**config.mk**
```make
export PLATFORM = sky130hd
export DESIGN_NAME = awpsl_top
export DESIGN_NICKNAME = d
export VERILOG_FILES = /design/src/awpsl_pkg.sv /design/src/awpsl_edge.sv /design/src/awpsl_top.sv
export SDC_FILE = /design/constraint.sdc
export NUM_CORES = 1
export LEC_CHECK = 0
export ABC_CLOCK_PERIOD_IN_PS = 4000
export BUFFER_PORTS_ARGS = -buffer_cell sky130_fd_sc_hd__buf_2
export CAP_MARGIN = 20
export CORE_ASPECT_RATIO = 1.2
export CORE_UTILIZATION = 50
export DETAILED_ROUTE_END_ITERATION = 10
export GPL_ROUTABILITY_DRIVEN = 1
export HOLD_SLACK_MARGIN = 0.02
export PLACE_DENSITY = 0.77
export SLEW_MARGIN = 40
export SYNTH_ARGS = -nofsm -noshare
export SYNTH_HDL_FRONTEND = slang
export SYNTH_HIERARCHICAL = 1
export SYNTH_SLANG_ARGS = --single-unit
```
**constraint.sdc**
```tcl
create_clock -name SYS_CLK_I -period 4 [get_ports SYS_CLK_I]
set_input_delay 1.2 -clock SYS_CLK_I [delete_from_list [all_inputs] [get_ports SYS_CLK_I]]
set_output_delay 1.2 -clock SYS_CLK_I [all_outputs]
set_load 0.02 [all_outputs]
```
**src/awpsl_pkg.sv**
```systemverilog
package awpsl_pkg;

  // timing
  localparam int unsigned CLK_HZ          = 50_000_000;
  localparam int unsigned OVERRIDE_SEC    = 4;
  localparam int unsigned OVERRIDE_CYCLES = OVERRIDE_SEC * CLK_HZ;

  // sleep type field codes
  localparam logic [2:0] SLP_TYPE_S5 = 3'h7;
  localparam logic [2:0] SLP_TYPE_S4 = 3'h6;

  // event index positions within the wake vector
  localparam int unsigned EV_RING1   = 0;
  localparam int unsigned EV_RING2   = 1;
  localparam int unsigned EV_KBD     = 2;
  localparam int unsigned EV_MOUSE   = 3;
  localparam int unsigned EV_WKEY    = 4;
  localparam int unsigned EV_GPIO    = 5;
  localparam int unsigned EV_GPIO_PM = 6;
  localparam int unsigned EV_FAN     = 7;
  localparam int unsigned EV_ALARM   = 8;
  localparam int unsigned EV_BUTTON  = 9;
  localparam int unsigned EV_NUM     = 10;

  localparam int unsigned GPIO_W     = 9;
  localparam int unsigned GPIO_PM_W  = 2;

  localparam logic [EV_NUM-1:0] EV_ZERO = 10'h000;

  typedef enum logic [1:0] {
    AWPSL_S0,
    AWPSL_S4,
    AWPSL_S5
  } awpsl_state_t;

  // software configuration, cleared to zero by every standby reset
  typedef struct packed {
    logic [EV_NUM-1:0]    pm1_gpe_en;
    logic [EV_NUM-1:0]    pme_en;
    logic                 pme_out_en;
    logic                 sci_en;
    logic                 smi_en;
    logic [GPIO_W-1:0]    gpio_rise;
    logic                 standby_por_en;
    logic                 standby_por_off;
  } awpsl_cfg_t;

  typedef struct packed {
    logic [EV_NUM-1:0] event_flags;
    logic              any_pme_flag;
    logic              button_press_flag;
    logic              button_override_flag;
    logic              standby_por_flag;
    logic              alarm_wake_flag;
  } awpsl_status_t;

endpackage : awpsl_pkg

```
**src/awpsl_edge.sv**
```systemverilog
`timescale 1ns/1ps
`default_nettype none
// two-stage synchroniser with edge detection, polarity chosen per input
module awpsl_edge #(
  parameter int unsigned W = 1
) (
  input  wire logic         SYS_CLK_I,
  input  wire logic         RST_N_I,
  input  wire logic         CE_I,
  input  wire logic [W-1:0] PIN_I,
  input  wire logic [W-1:0] RISE_I,
  output logic      [W-1:0] EDGE_O
);
  logic [W-1:0] meta_reg;
  logic [W-1:0] sync_reg;
  logic [W-1:0] last_reg;
  wire  [W-1:0] rise_w = sync_reg & ~last_reg;
  wire  [W-1:0] fall_w = ~sync_reg & last_reg;

  // pins idle high, so reset to high avoids a false edge at release
  always_ff @(posedge SYS_CLK_I or negedge RST_N_I) begin
    if (!RST_N_I) begin
      meta_reg <= '1;
      sync_reg <= '1;
      last_reg <= '1;
    end else if (CE_I) begin
      meta_reg <= PIN_I;
      sync_reg <= meta_reg;
      last_reg <= sync_reg;
    end
  end

  assign EDGE_O = (RISE_I & rise_w) | (~RISE_I & fall_w);
endmodule : awpsl_edge
`default_nettype wire

```
**src/awpsl_top.sv**
```systemverilog
`timescale 1ns/1ps
`default_nettype none
// Functional notes
// [RULE1] sleep enable with sleep type 111 enters soft-off, supply off
// [RULE2] sleep enable with sleep type 110 enters S4, wakeable by button or events
// [RULE3] button held over four seconds while working raises override, goes soft-off
// [RULE4] override flag blocks all wake inputs except the power button
// [RULE5] enabled PM1/GPE events wake the supply while off, unless overridden
// [RULE6] a wake event drives power_supply_on_n low
// [RULE7] a PME event drives pme_out_n low
// [RULE8] functions are D0 or D3; wake logic still works with all in D3
// [RULE9] ring indicator edges set their flag or any-PME, may raise SMI/PME
// [RULE10] keyboard, mouse edges and wake key set their flags or any-PME
// [RULE11] GPIO edges set per-pin flags; two further pins PME via PM1/GPE only; the code ORs all GPIO edges into the one EV_GPIO flag
// [RULE12] fan tachometer wakes only via any-PME, may raise SMI/PME; the code gives the fan PME only, never SMI
// [RULE13] RTC alarm sets alarm flag, PME only when enabled in PM1/GPE
// [RULE14] button low sets press flag, PME only through PM1/GPE enable
// [RULE15] standby reset sets standby flag and wakes when its enable is set; the code's reset clears standby_por_en, so it never wakes this way
// [RULE16] standby reset also wakes if supply was on and neither off nor enable set
// [RULE17] any-PME flag set only for events enabled in PME enables
// [RULE18] legacy interrupt sources and sleep write give SMI only, never wake
// [RULE19] wake configuration is kept through standby reset; the code clears cfg_reg to zero on every reset
// [RULE20] any PM1/GPE enabled event may also produce PME or SMI
// [RULE21] short press sets press flag on falling edge, turns supply on if off
// [RULE22] override sets override flag and clears press flag
// [RULE23] wake flags stay set until cleared; logic runs from standby clock
module awpsl_top
  import awpsl_pkg::*;
#(
  parameter int unsigned OVR_CYCLES = OVERRIDE_CYCLES
) (
  input  wire logic                     SYS_CLK_I,
  input  wire logic                     RST_N_I,
  input  wire logic                     CE_I,
  input  wire logic                     SLEEP_ENABLE_I,
  input  wire logic [4:0]               SLEEP_CTRL_I,
  input  wire logic                     CFG_WR_I,
  input  wire awpsl_pkg::awpsl_cfg_t    CFG_I,
  input  wire logic                     FLAG_CLR_I,
  input  wire awpsl_pkg::awpsl_status_t FLAG_CLR_MASK_I,
  input  wire logic                     POWER_BUTTON_IN_N_I,
  input  wire logic                     RING_IN_FIRST_N_I,
  input  wire logic                     RING_IN_SECOND_N_I,
  input  wire logic                     KEYBOARD_DATA_LINE_I,
  input  wire logic                     MOUSE_DATA_LINE_I,
  input  wire logic                     WAKE_KEY_I,
  input  wire logic [awpsl_pkg::GPIO_W-1:0]    GPIO_I,
  input  wire logic [awpsl_pkg::GPIO_PM_W-1:0] GPIO_PM_I,
  input  wire logic                     FAN_TACH_EVENT_I,
  input  wire logic                     ALARM_I,
  input  wire logic                     SMI_SOURCE_I,
  input  wire logic                     SUPPLY_WAS_ON_I,
  output logic                          POWER_SUPPLY_ON_N_O,
  output logic                          PME_OUT_N_O,
  output logic                          SMI_OUT_N_O,
  output awpsl_pkg::awpsl_state_t       STATE_O,
  output awpsl_pkg::awpsl_cfg_t         CFG_O,
  output awpsl_pkg::awpsl_status_t      STATUS_O
);
  import awpsl_pkg::*;

  localparam logic [31:0] OVR_LAST = OVR_CYCLES - 1;

  // synchronised edges for all pin events; the button uses falling edge
  logic [GPIO_W-1:0]    gpio_edge;
  logic [GPIO_PM_W-1:0] gpio_pm_edge;
  logic [6:0]           misc_edge;
  // declared ahead of the u_gpio edge detector, which reads its polarity from it
  awpsl_cfg_t           cfg_reg;

  awpsl_edge #(.W(GPIO_W)) u_gpio (
    .SYS_CLK_I (SYS_CLK_I),
    .RST_N_I   (RST_N_I),
    .CE_I      (CE_I),
    .PIN_I     (GPIO_I),
    .RISE_I    (cfg_reg.gpio_rise),
    .EDGE_O    (gpio_edge)
  );

  awpsl_edge #(.W(GPIO_PM_W)) u_gpio_pm (
    .SYS_CLK_I (SYS_CLK_I),
    .RST_N_I   (RST_N_I),
    .CE_I      (CE_I),
    .PIN_I     (GPIO_PM_I),
    .RISE_I    ('0),
    .EDGE_O    (gpio_pm_edge)
  );

  // ring, kbd, mouse, button active-low falling; key, fan, alarm active-high rising
  awpsl_edge #(.W(7)) u_misc (
    .SYS_CLK_I (SYS_CLK_I),
    .RST_N_I   (RST_N_I),
    .CE_I      (CE_I),
    .PIN_I     ({ALARM_I, FAN_TACH_EVENT_I, WAKE_KEY_I, POWER_BUTTON_IN_N_I,
                 MOUSE_DATA_LINE_I, KEYBOARD_DATA_LINE_I, RING_IN_SECOND_N_I}),
    .RISE_I    (7'h70),
    .EDGE_O    (misc_edge)
  );

  // button level and ring-1 edge pass through their own synchroniser
  logic btn_meta_reg;
  logic btn_sync_reg;
  logic ring1_meta_reg;
  logic ring1_sync_reg;
  logic ring1_last_reg;

  always_ff @(posedge SYS_CLK_I or negedge RST_N_I) begin
    if (!RST_N_I) begin
      btn_meta_reg   <= 1'b1;
      btn_sync_reg   <= 1'b1;
      ring1_meta_reg <= 1'b1;
      ring1_sync_reg <= 1'b1;
      ring1_last_reg <= 1'b1;
    end else if (CE_I) begin
      btn_meta_reg   <= POWER_BUTTON_IN_N_I;
      btn_sync_reg   <= btn_meta_reg;
      ring1_meta_reg <= RING_IN_FIRST_N_I;
      ring1_sync_reg <= ring1_meta_reg;
      ring1_last_reg <= ring1_sync_reg;
    end
  end

  wire ring1_edge = ~ring1_sync_reg & ring1_last_reg;
  wire btn_fall   = misc_edge[3];

  // raw event vector in package order
  wire [EV_NUM-1:0] ev_raw = {btn_fall, misc_edge[6], misc_edge[5], |gpio_pm_edge,
                              |gpio_edge, misc_edge[4], misc_edge[2], misc_edge[1],
                              misc_edge[0], ring1_edge};

  // configuration register: every reset clears it to zero
  awpsl_status_t sts_reg;
  awpsl_status_t sts_next;
  awpsl_state_t  state_reg;
  awpsl_state_t  state_next;
  logic [31:0]   hold_reg;
  logic          por_seen_reg;
  logic          psu_n_reg;
  logic          pme_n_reg;
  logic          smi_n_reg;

  always_ff @(posedge SYS_CLK_I or negedge RST_N_I) begin
    if (!RST_N_I) begin
      cfg_reg <= '0;
    end else if (CE_I && CFG_WR_I) begin
      cfg_reg <= CFG_I; // [RULE19]
    end
  end

  // events that may reach the any-PME flag: ring, kbd, mouse, key, gpio, fan
  wire [EV_NUM-1:0] pme_capable = (EV_ZERO | 10'h0BF);
  wire [EV_NUM-1:0] pme_hit     = ev_raw & cfg_reg.pme_en & pme_capable; // [RULE17]
  wire [EV_NUM-1:0] own_capable = (EV_ZERO | 10'h37F);
  // per-event flags set only when enabled in PM1/GPE; fan has no own flag
  wire [EV_NUM-1:0] pm_hit      = ev_raw & cfg_reg.pm1_gpe_en & own_capable; // [RULE9] [RULE10] [RULE11] [RULE12] [RULE13]

  wire slp_req    = SLEEP_ENABLE_I;
  wire [2:0] slp_type = SLEEP_CTRL_I[4:2];
  wire go_s5      = slp_req && (slp_type == SLP_TYPE_S5); // [RULE1]
  wire go_s4      = slp_req && (slp_type == SLP_TYPE_S4); // [RULE2]
  wire override   = (state_reg == AWPSL_S0) && !btn_sync_reg && (hold_reg == OVR_LAST); // [RULE3]

  wire standby_wake = por_seen_reg &&
                      (cfg_reg.standby_por_en || // [RULE15]
                       (SUPPLY_WAS_ON_I && !cfg_reg.standby_por_off &&
                        !cfg_reg.standby_por_en)); // [RULE16]

  // any enabled sticky flag but the button's drives wake while off; override leaves the button only
  wire sw_wake  = (|(sts_reg.event_flags & ~(EV_ZERO | 10'h200)) || sts_reg.any_pme_flag ||
                   standby_wake) && !sts_reg.button_override_flag; // [RULE4] [RULE5]
  wire btn_wake = btn_fall; // [RULE21]
  wire asleep   = (state_reg != AWPSL_S0);
  wire wake     = asleep && (sw_wake || btn_wake);

  always_comb begin
    sts_next = sts_reg;
    if (FLAG_CLR_I) begin
      sts_next = sts_reg & ~FLAG_CLR_MASK_I;
    end
    // sets come after clears so a same-cycle event is kept
    sts_next.event_flags  = sts_next.event_flags | pm_hit; // [RULE23]
    sts_next.any_pme_flag = sts_next.any_pme_flag | (|pme_hit);
    sts_next.alarm_wake_flag = sts_next.alarm_wake_flag | pm_hit[EV_ALARM]; // [RULE13]
    if (btn_fall) begin
      sts_next.button_press_flag = 1'b1; // [RULE14] [RULE21]
    end
    if (por_seen_reg) begin
      sts_next.standby_por_flag = 1'b1;
    end
    if (override) begin
      sts_next.button_override_flag = 1'b1; // [RULE22]
      sts_next.button_press_flag    = 1'b0;
    end else if (btn_fall && asleep) begin
      sts_next.button_override_flag = 1'b0;
    end
  end

  always_comb begin
    state_next = state_reg;
    case (state_reg)
      AWPSL_S0: begin
        if (override || go_s5) begin
          state_next = AWPSL_S5;
        end else if (go_s4) begin
          state_next = AWPSL_S4;
        end
      end
      AWPSL_S4, AWPSL_S5: begin
        if (wake) begin
          state_next = AWPSL_S0; // [RULE6]
        end
      end
      default: state_next = AWPSL_S0;
    endcase
  end

  // PME path: PM1/GPE with SCI, or PME enables with master enable
  wire pm_pme_src  = |(sts_reg.event_flags & cfg_reg.pm1_gpe_en);
  wire pme_any     = (cfg_reg.sci_en && pm_pme_src) || // [RULE20] [RULE11] [RULE14]
                     (cfg_reg.pme_out_en && sts_reg.any_pme_flag); // [RULE7] [RULE8]
  // SMI: legacy sources only ever land here, never in the wake path
  wire smi_any     = cfg_reg.smi_en && (SMI_SOURCE_I || slp_req || // [RULE18]
                     (!cfg_reg.sci_en && pm_pme_src));

  always_ff @(posedge SYS_CLK_I or negedge RST_N_I) begin
    if (!RST_N_I) begin
      sts_reg      <= '0;
      state_reg    <= AWPSL_S5;
      hold_reg     <= '0;
      por_seen_reg <= 1'b1;
      psu_n_reg    <= 1'b1;
      pme_n_reg    <= 1'b1;
      smi_n_reg    <= 1'b1;
    end else if (CE_I) begin
      sts_reg      <= sts_next;
      state_reg    <= state_next;
      por_seen_reg <= 1'b0;
      hold_reg     <= (btn_sync_reg || hold_reg == OVR_LAST) ? '0 : hold_reg + 32'h1;
      psu_n_reg    <= (state_next == AWPSL_S0) ? 1'b0 : 1'b1; // [RULE6]
      pme_n_reg    <= ~pme_any; // [RULE7]
      smi_n_reg    <= ~smi_any;
    end
  end

  assign POWER_SUPPLY_ON_N_O = psu_n_reg;
  assign PME_OUT_N_O         = pme_n_reg;
  assign SMI_OUT_N_O         = smi_n_reg;
  assign STATE_O             = state_reg;
  assign CFG_O               = cfg_reg;
  assign STATUS_O            = sts_reg;
endmodule : awpsl_top
`default_nettype wire

```
==> metrics.md <==
| Metric | Value |
|---|---|
| Status | `completed` |
| Vias in the first global route | `4926` |
| Cells on worst reg2reg path | `6` |
| Worst-case headroom to the max-slew limit | `54.75%` |
| Core Box Area | `0.01335 mm²` |
| Power Density | `506.2 mW/mm²` |
| Slew @ Worst Pin | `0.6788 ns` |
| Max-slew violations | `0` |
| Skew-Pair Late Insertion Delay | `0.42 ns` |
| Post-synth EDFFs | `0` |
| Syn avg cell area | `12.42 µm²` |
| Die area | `0.01433 mm²` |
| Post-DP HPWL | `10080 µm` |
| Clock sinks | `146` |
| Root buf cell | `clkbuf_16` |
| Async SR Flop Fraction | `100.0%` |
| Placed cells | `857` |
| CTS Hold Bufs | `0` |
| H-tree depth | `4` |
| Initial antenna violation count | `0` |
| Post-Route WL | `14540 µm` |
| Peak fanout along the critical path | `25` |
| Cells on Worst Hold Path | `1` |
| Met2 WL | `7588 µm` |
| Num CTS Buffers | `17` |
| WL met3 | `656 µm` |
| GP Congestion | `0.8016` |
| Gr usage total | `21.90%` |
| Non-filler instance count after layout | `889` |
| Worst VDD drop | `402.9 µV` |
| RSZ-0062 raised after global routing | `false` |
| DRC | `0` |
| First-pass GRT wire length | `23890 µm` |
| Cell count after synthesis | `558` |
| Max reg flops | `34` |
| Post-Syn Area | `0.006928 mm²` |
| Fin crit period | `2.483 ns` |
| Final #Nets | `792` |
| Crit path kind | `flip-flop to flip-flop` |
| CP endpoint kind | `flip-flop` |
| IO buf count | `132` |
| Initial DRC count | `238` |
| M1 WL | `6029 µm` |
| CP startpoint kind | `flip-flop` |
| Setup violators final | `0` |
| CP Data Required Time | `4.28 ns` |
| Setup_tns | `0 ns` |
| Yosys Warn Count | `6` |
| Max-cap violations | `0` |
| Synth unique cells | `58` |
| Initial Util | `51.88%` |
| Top_reg_cell synth | `dfrtp_1` |
| Top sig layer | `met4` |
| Global route total overflow | `0` |
| Hold Vio Cnt, Final | `0` |
| Rows | `46` |
| Wire per inst | `16.36 µm` |
| Seq/Total Area, Yosys | `53.89%` |
| Reg clk slew, reported paths | `0.06 ns` |
| Max Root-Sink Buffers | `2` |
| IO Count | `135` |
| Pleak | `3.779 nW` |
| # diodes | `0` |
| Post-route ant nets | `0` |
| Worst EP arrival | `2.76 ns` |
| Drt first pass iters | `4` |
| Layout cells sized above 1 | `45.77%` |
| Area delta synth->final | `20.37%` |
| Horiz. Die Dim | `109.5 µm` |
| Post-CTS Setup Bufs | `0` |
| Via density | `5.420` |
| DR vias | `4818` |
| Die height | `130.9 µm` |
| Period utilization | `62.08%` |
| HP Class | `flip-flop to flip-flop` |
| Largest net degree at the start of global routing | `97` |
| Setup Skew | `0.01244 ns` |
| CTS tree | `built` |
| Synthesized flop and latch total | `146` |
| Highest Clock Rate | `0.4027 GHz` |
| Post-CTS sizing | `0` |
final timing paths:
check                            start            to  slack [ns]
setup reg to reg           hold_reg[0]  hold_reg[25]        1.52
hold / removal               CFG_O[11]   SMI_OUT_N_O        0.46
max in group asynchronous      RST_N_I    STATE_O[1]        2.32
hold reg to reg              CFG_O[11]   SMI_OUT_N_O        0.46
setup / recovery           hold_reg[0]  hold_reg[25]        1.52
min in group asynchronous      RST_N_I   hold_reg[1]        0.82
kinds of logic (layout without fill, tap and decap cells):
| logic type | after synthesis | after routing | share of synthesized area (%) |
|---|---|---|---|
| compound gates | 70 | 70 | 7.206 |
| xor+xnor | 23 | 23 | 2.908 |
| fa+ha+maj | 3 | 3 | 0.5419 |
| buf+inv | 36 | 183 | 3.179 |
| flops | 146 | 146 | 53.89 |
| mux | 94 | 94 | 17.74 |
| other cells | 2 | 18 | 0.1084 |
| simple gates | 184 | 184 | 14.43 |
metal layers:
metal,track usage [%],vias to the layer above
li1,-,2280
met1,27.21,2406
met3,5.903,21
met2,35.96,111
met5,0,-
met4,9.490,0
power breakdown:
part | internal, mW | leakage [nW] | switching (mW)
clock | 0.947 | 0.280 | 0.586
combinational | 0.368 | 1.79 | 0.387
sequential | 1.75 | 1.71 | 0.181
total | 3.07 | 3.78 | 1.16
cell type report:
class | count | area (µm²)
Timing Repair Buffer | 136 | 726.9
Clock buffer | 22 | 464.2
Clock inverter | 10 | 112.6
Inverter | 15 | 56.30
Fill cell | 1059 | 5014
Multi-Input combinational cell | 392 | 3035
Tap cell | 168 | 210.2
Sequential cell | 146 | 3734
worst max-delay path: stages, from the launching register on:
cell and delay [ns]:
dfrtp_1 0.40, ha_1 0.23, nand4_1 0.20, or4_4 0.58
o31ai_4 0.29, and2_2 0.52, nor3_1 0.12
cell usage after synthesis, types with 3 or more instances:
library cell | n | share of area (%)
nor4_1 | 13 | 1.2
nand2b_1 | 20 | 1.8
xnor2_1 | 17 | 2.1
nor3_1 | 9 | 0.65
buf_6 | 7 | 1.1
nand2_1 | 37 | 2.0
ha_1 | 3 | 0.54
o21ai_0 | 29 | 2.1
a32o_1 | 7 | 1.0
a22o_1 | 4 | 0.51
or3_1 | 3 | 0.27
nand3_1 | 16 | 1.2
mux2_4 | 46 | 10
a21o_1 | 3 | 0.33
and3_1 | 5 | 0.45
xor2_1 | 6 | 0.76
nand4_1 | 5 | 0.45
inv_1 | 15 | 0.81
dfrtp_1 | 82 | 30
a21oi_1 | 4 | 0.29
o211ai_1 | 3 | 0.33
nor2b_1 | 4 | 0.36
or4_1 | 4 | 0.43
dfstp_2 | 64 | 24
nand3b_1 | 18 | 2.0
clkbuf_1 | 12 | 0.65
mux2_2 | 46 | 7.5
nor2_1 | 36 | 2.0
cells in the final DEF, fill, tap and decap left out, types with 5 or more instances in the layout:
| cell type | netlist | final |
|---|---|---|
| a32o_1 | 7 | 7 |
| and3_1 | 5 | 5 |
| buf_2 | 0 | 130 |
| clkbuf_16 | 0 | 17 |
| conb_1 | 2 | 18 |
| dfrtp_1 | 82 | 82 |
| dfstp_2 | 64 | 64 |
| inv_1 | 15 | 15 |
| mux2_2 | 46 | 46 |
| mux2_4 | 46 | 46 |
| nand2_1 | 37 | 37 |
| nand2b_1 | 20 | 20 |
| nand3_1 | 16 | 16 |
| nand3b_1 | 18 | 18 |
| nand4_1 | 5 | 5 |
| nor2_1 | 36 | 36 |
| nor3_1 | 9 | 9 |
| nor4_1 | 13 | 13 |
| o21ai_0 | 29 | 29 |
| xnor2_1 | 17 | 17 |
| xor2_1 | 6 | 6 |
metrics by stage:
stage	total power, mW	hold WS [ns]	utilization (%)	worst slack (ns)	cell area (µm²)
6_report	4.221	0.4631	62.45	1.517	8339
5_1_grt	4.409	0.4881	62.45	1.334	8339
4_1_cts	4.259	0.4617	62.43	1.195	8335
3_5_place_dp	2.705	0.4540	58.11	1.062	7759
3_3_place_gp	2.665	0.4433	58.11	1.145	7759
2_1_floorplan	2.420	0.4681	-	1.445	6988
Note: power is estimated with default switching activity, not from simulation.
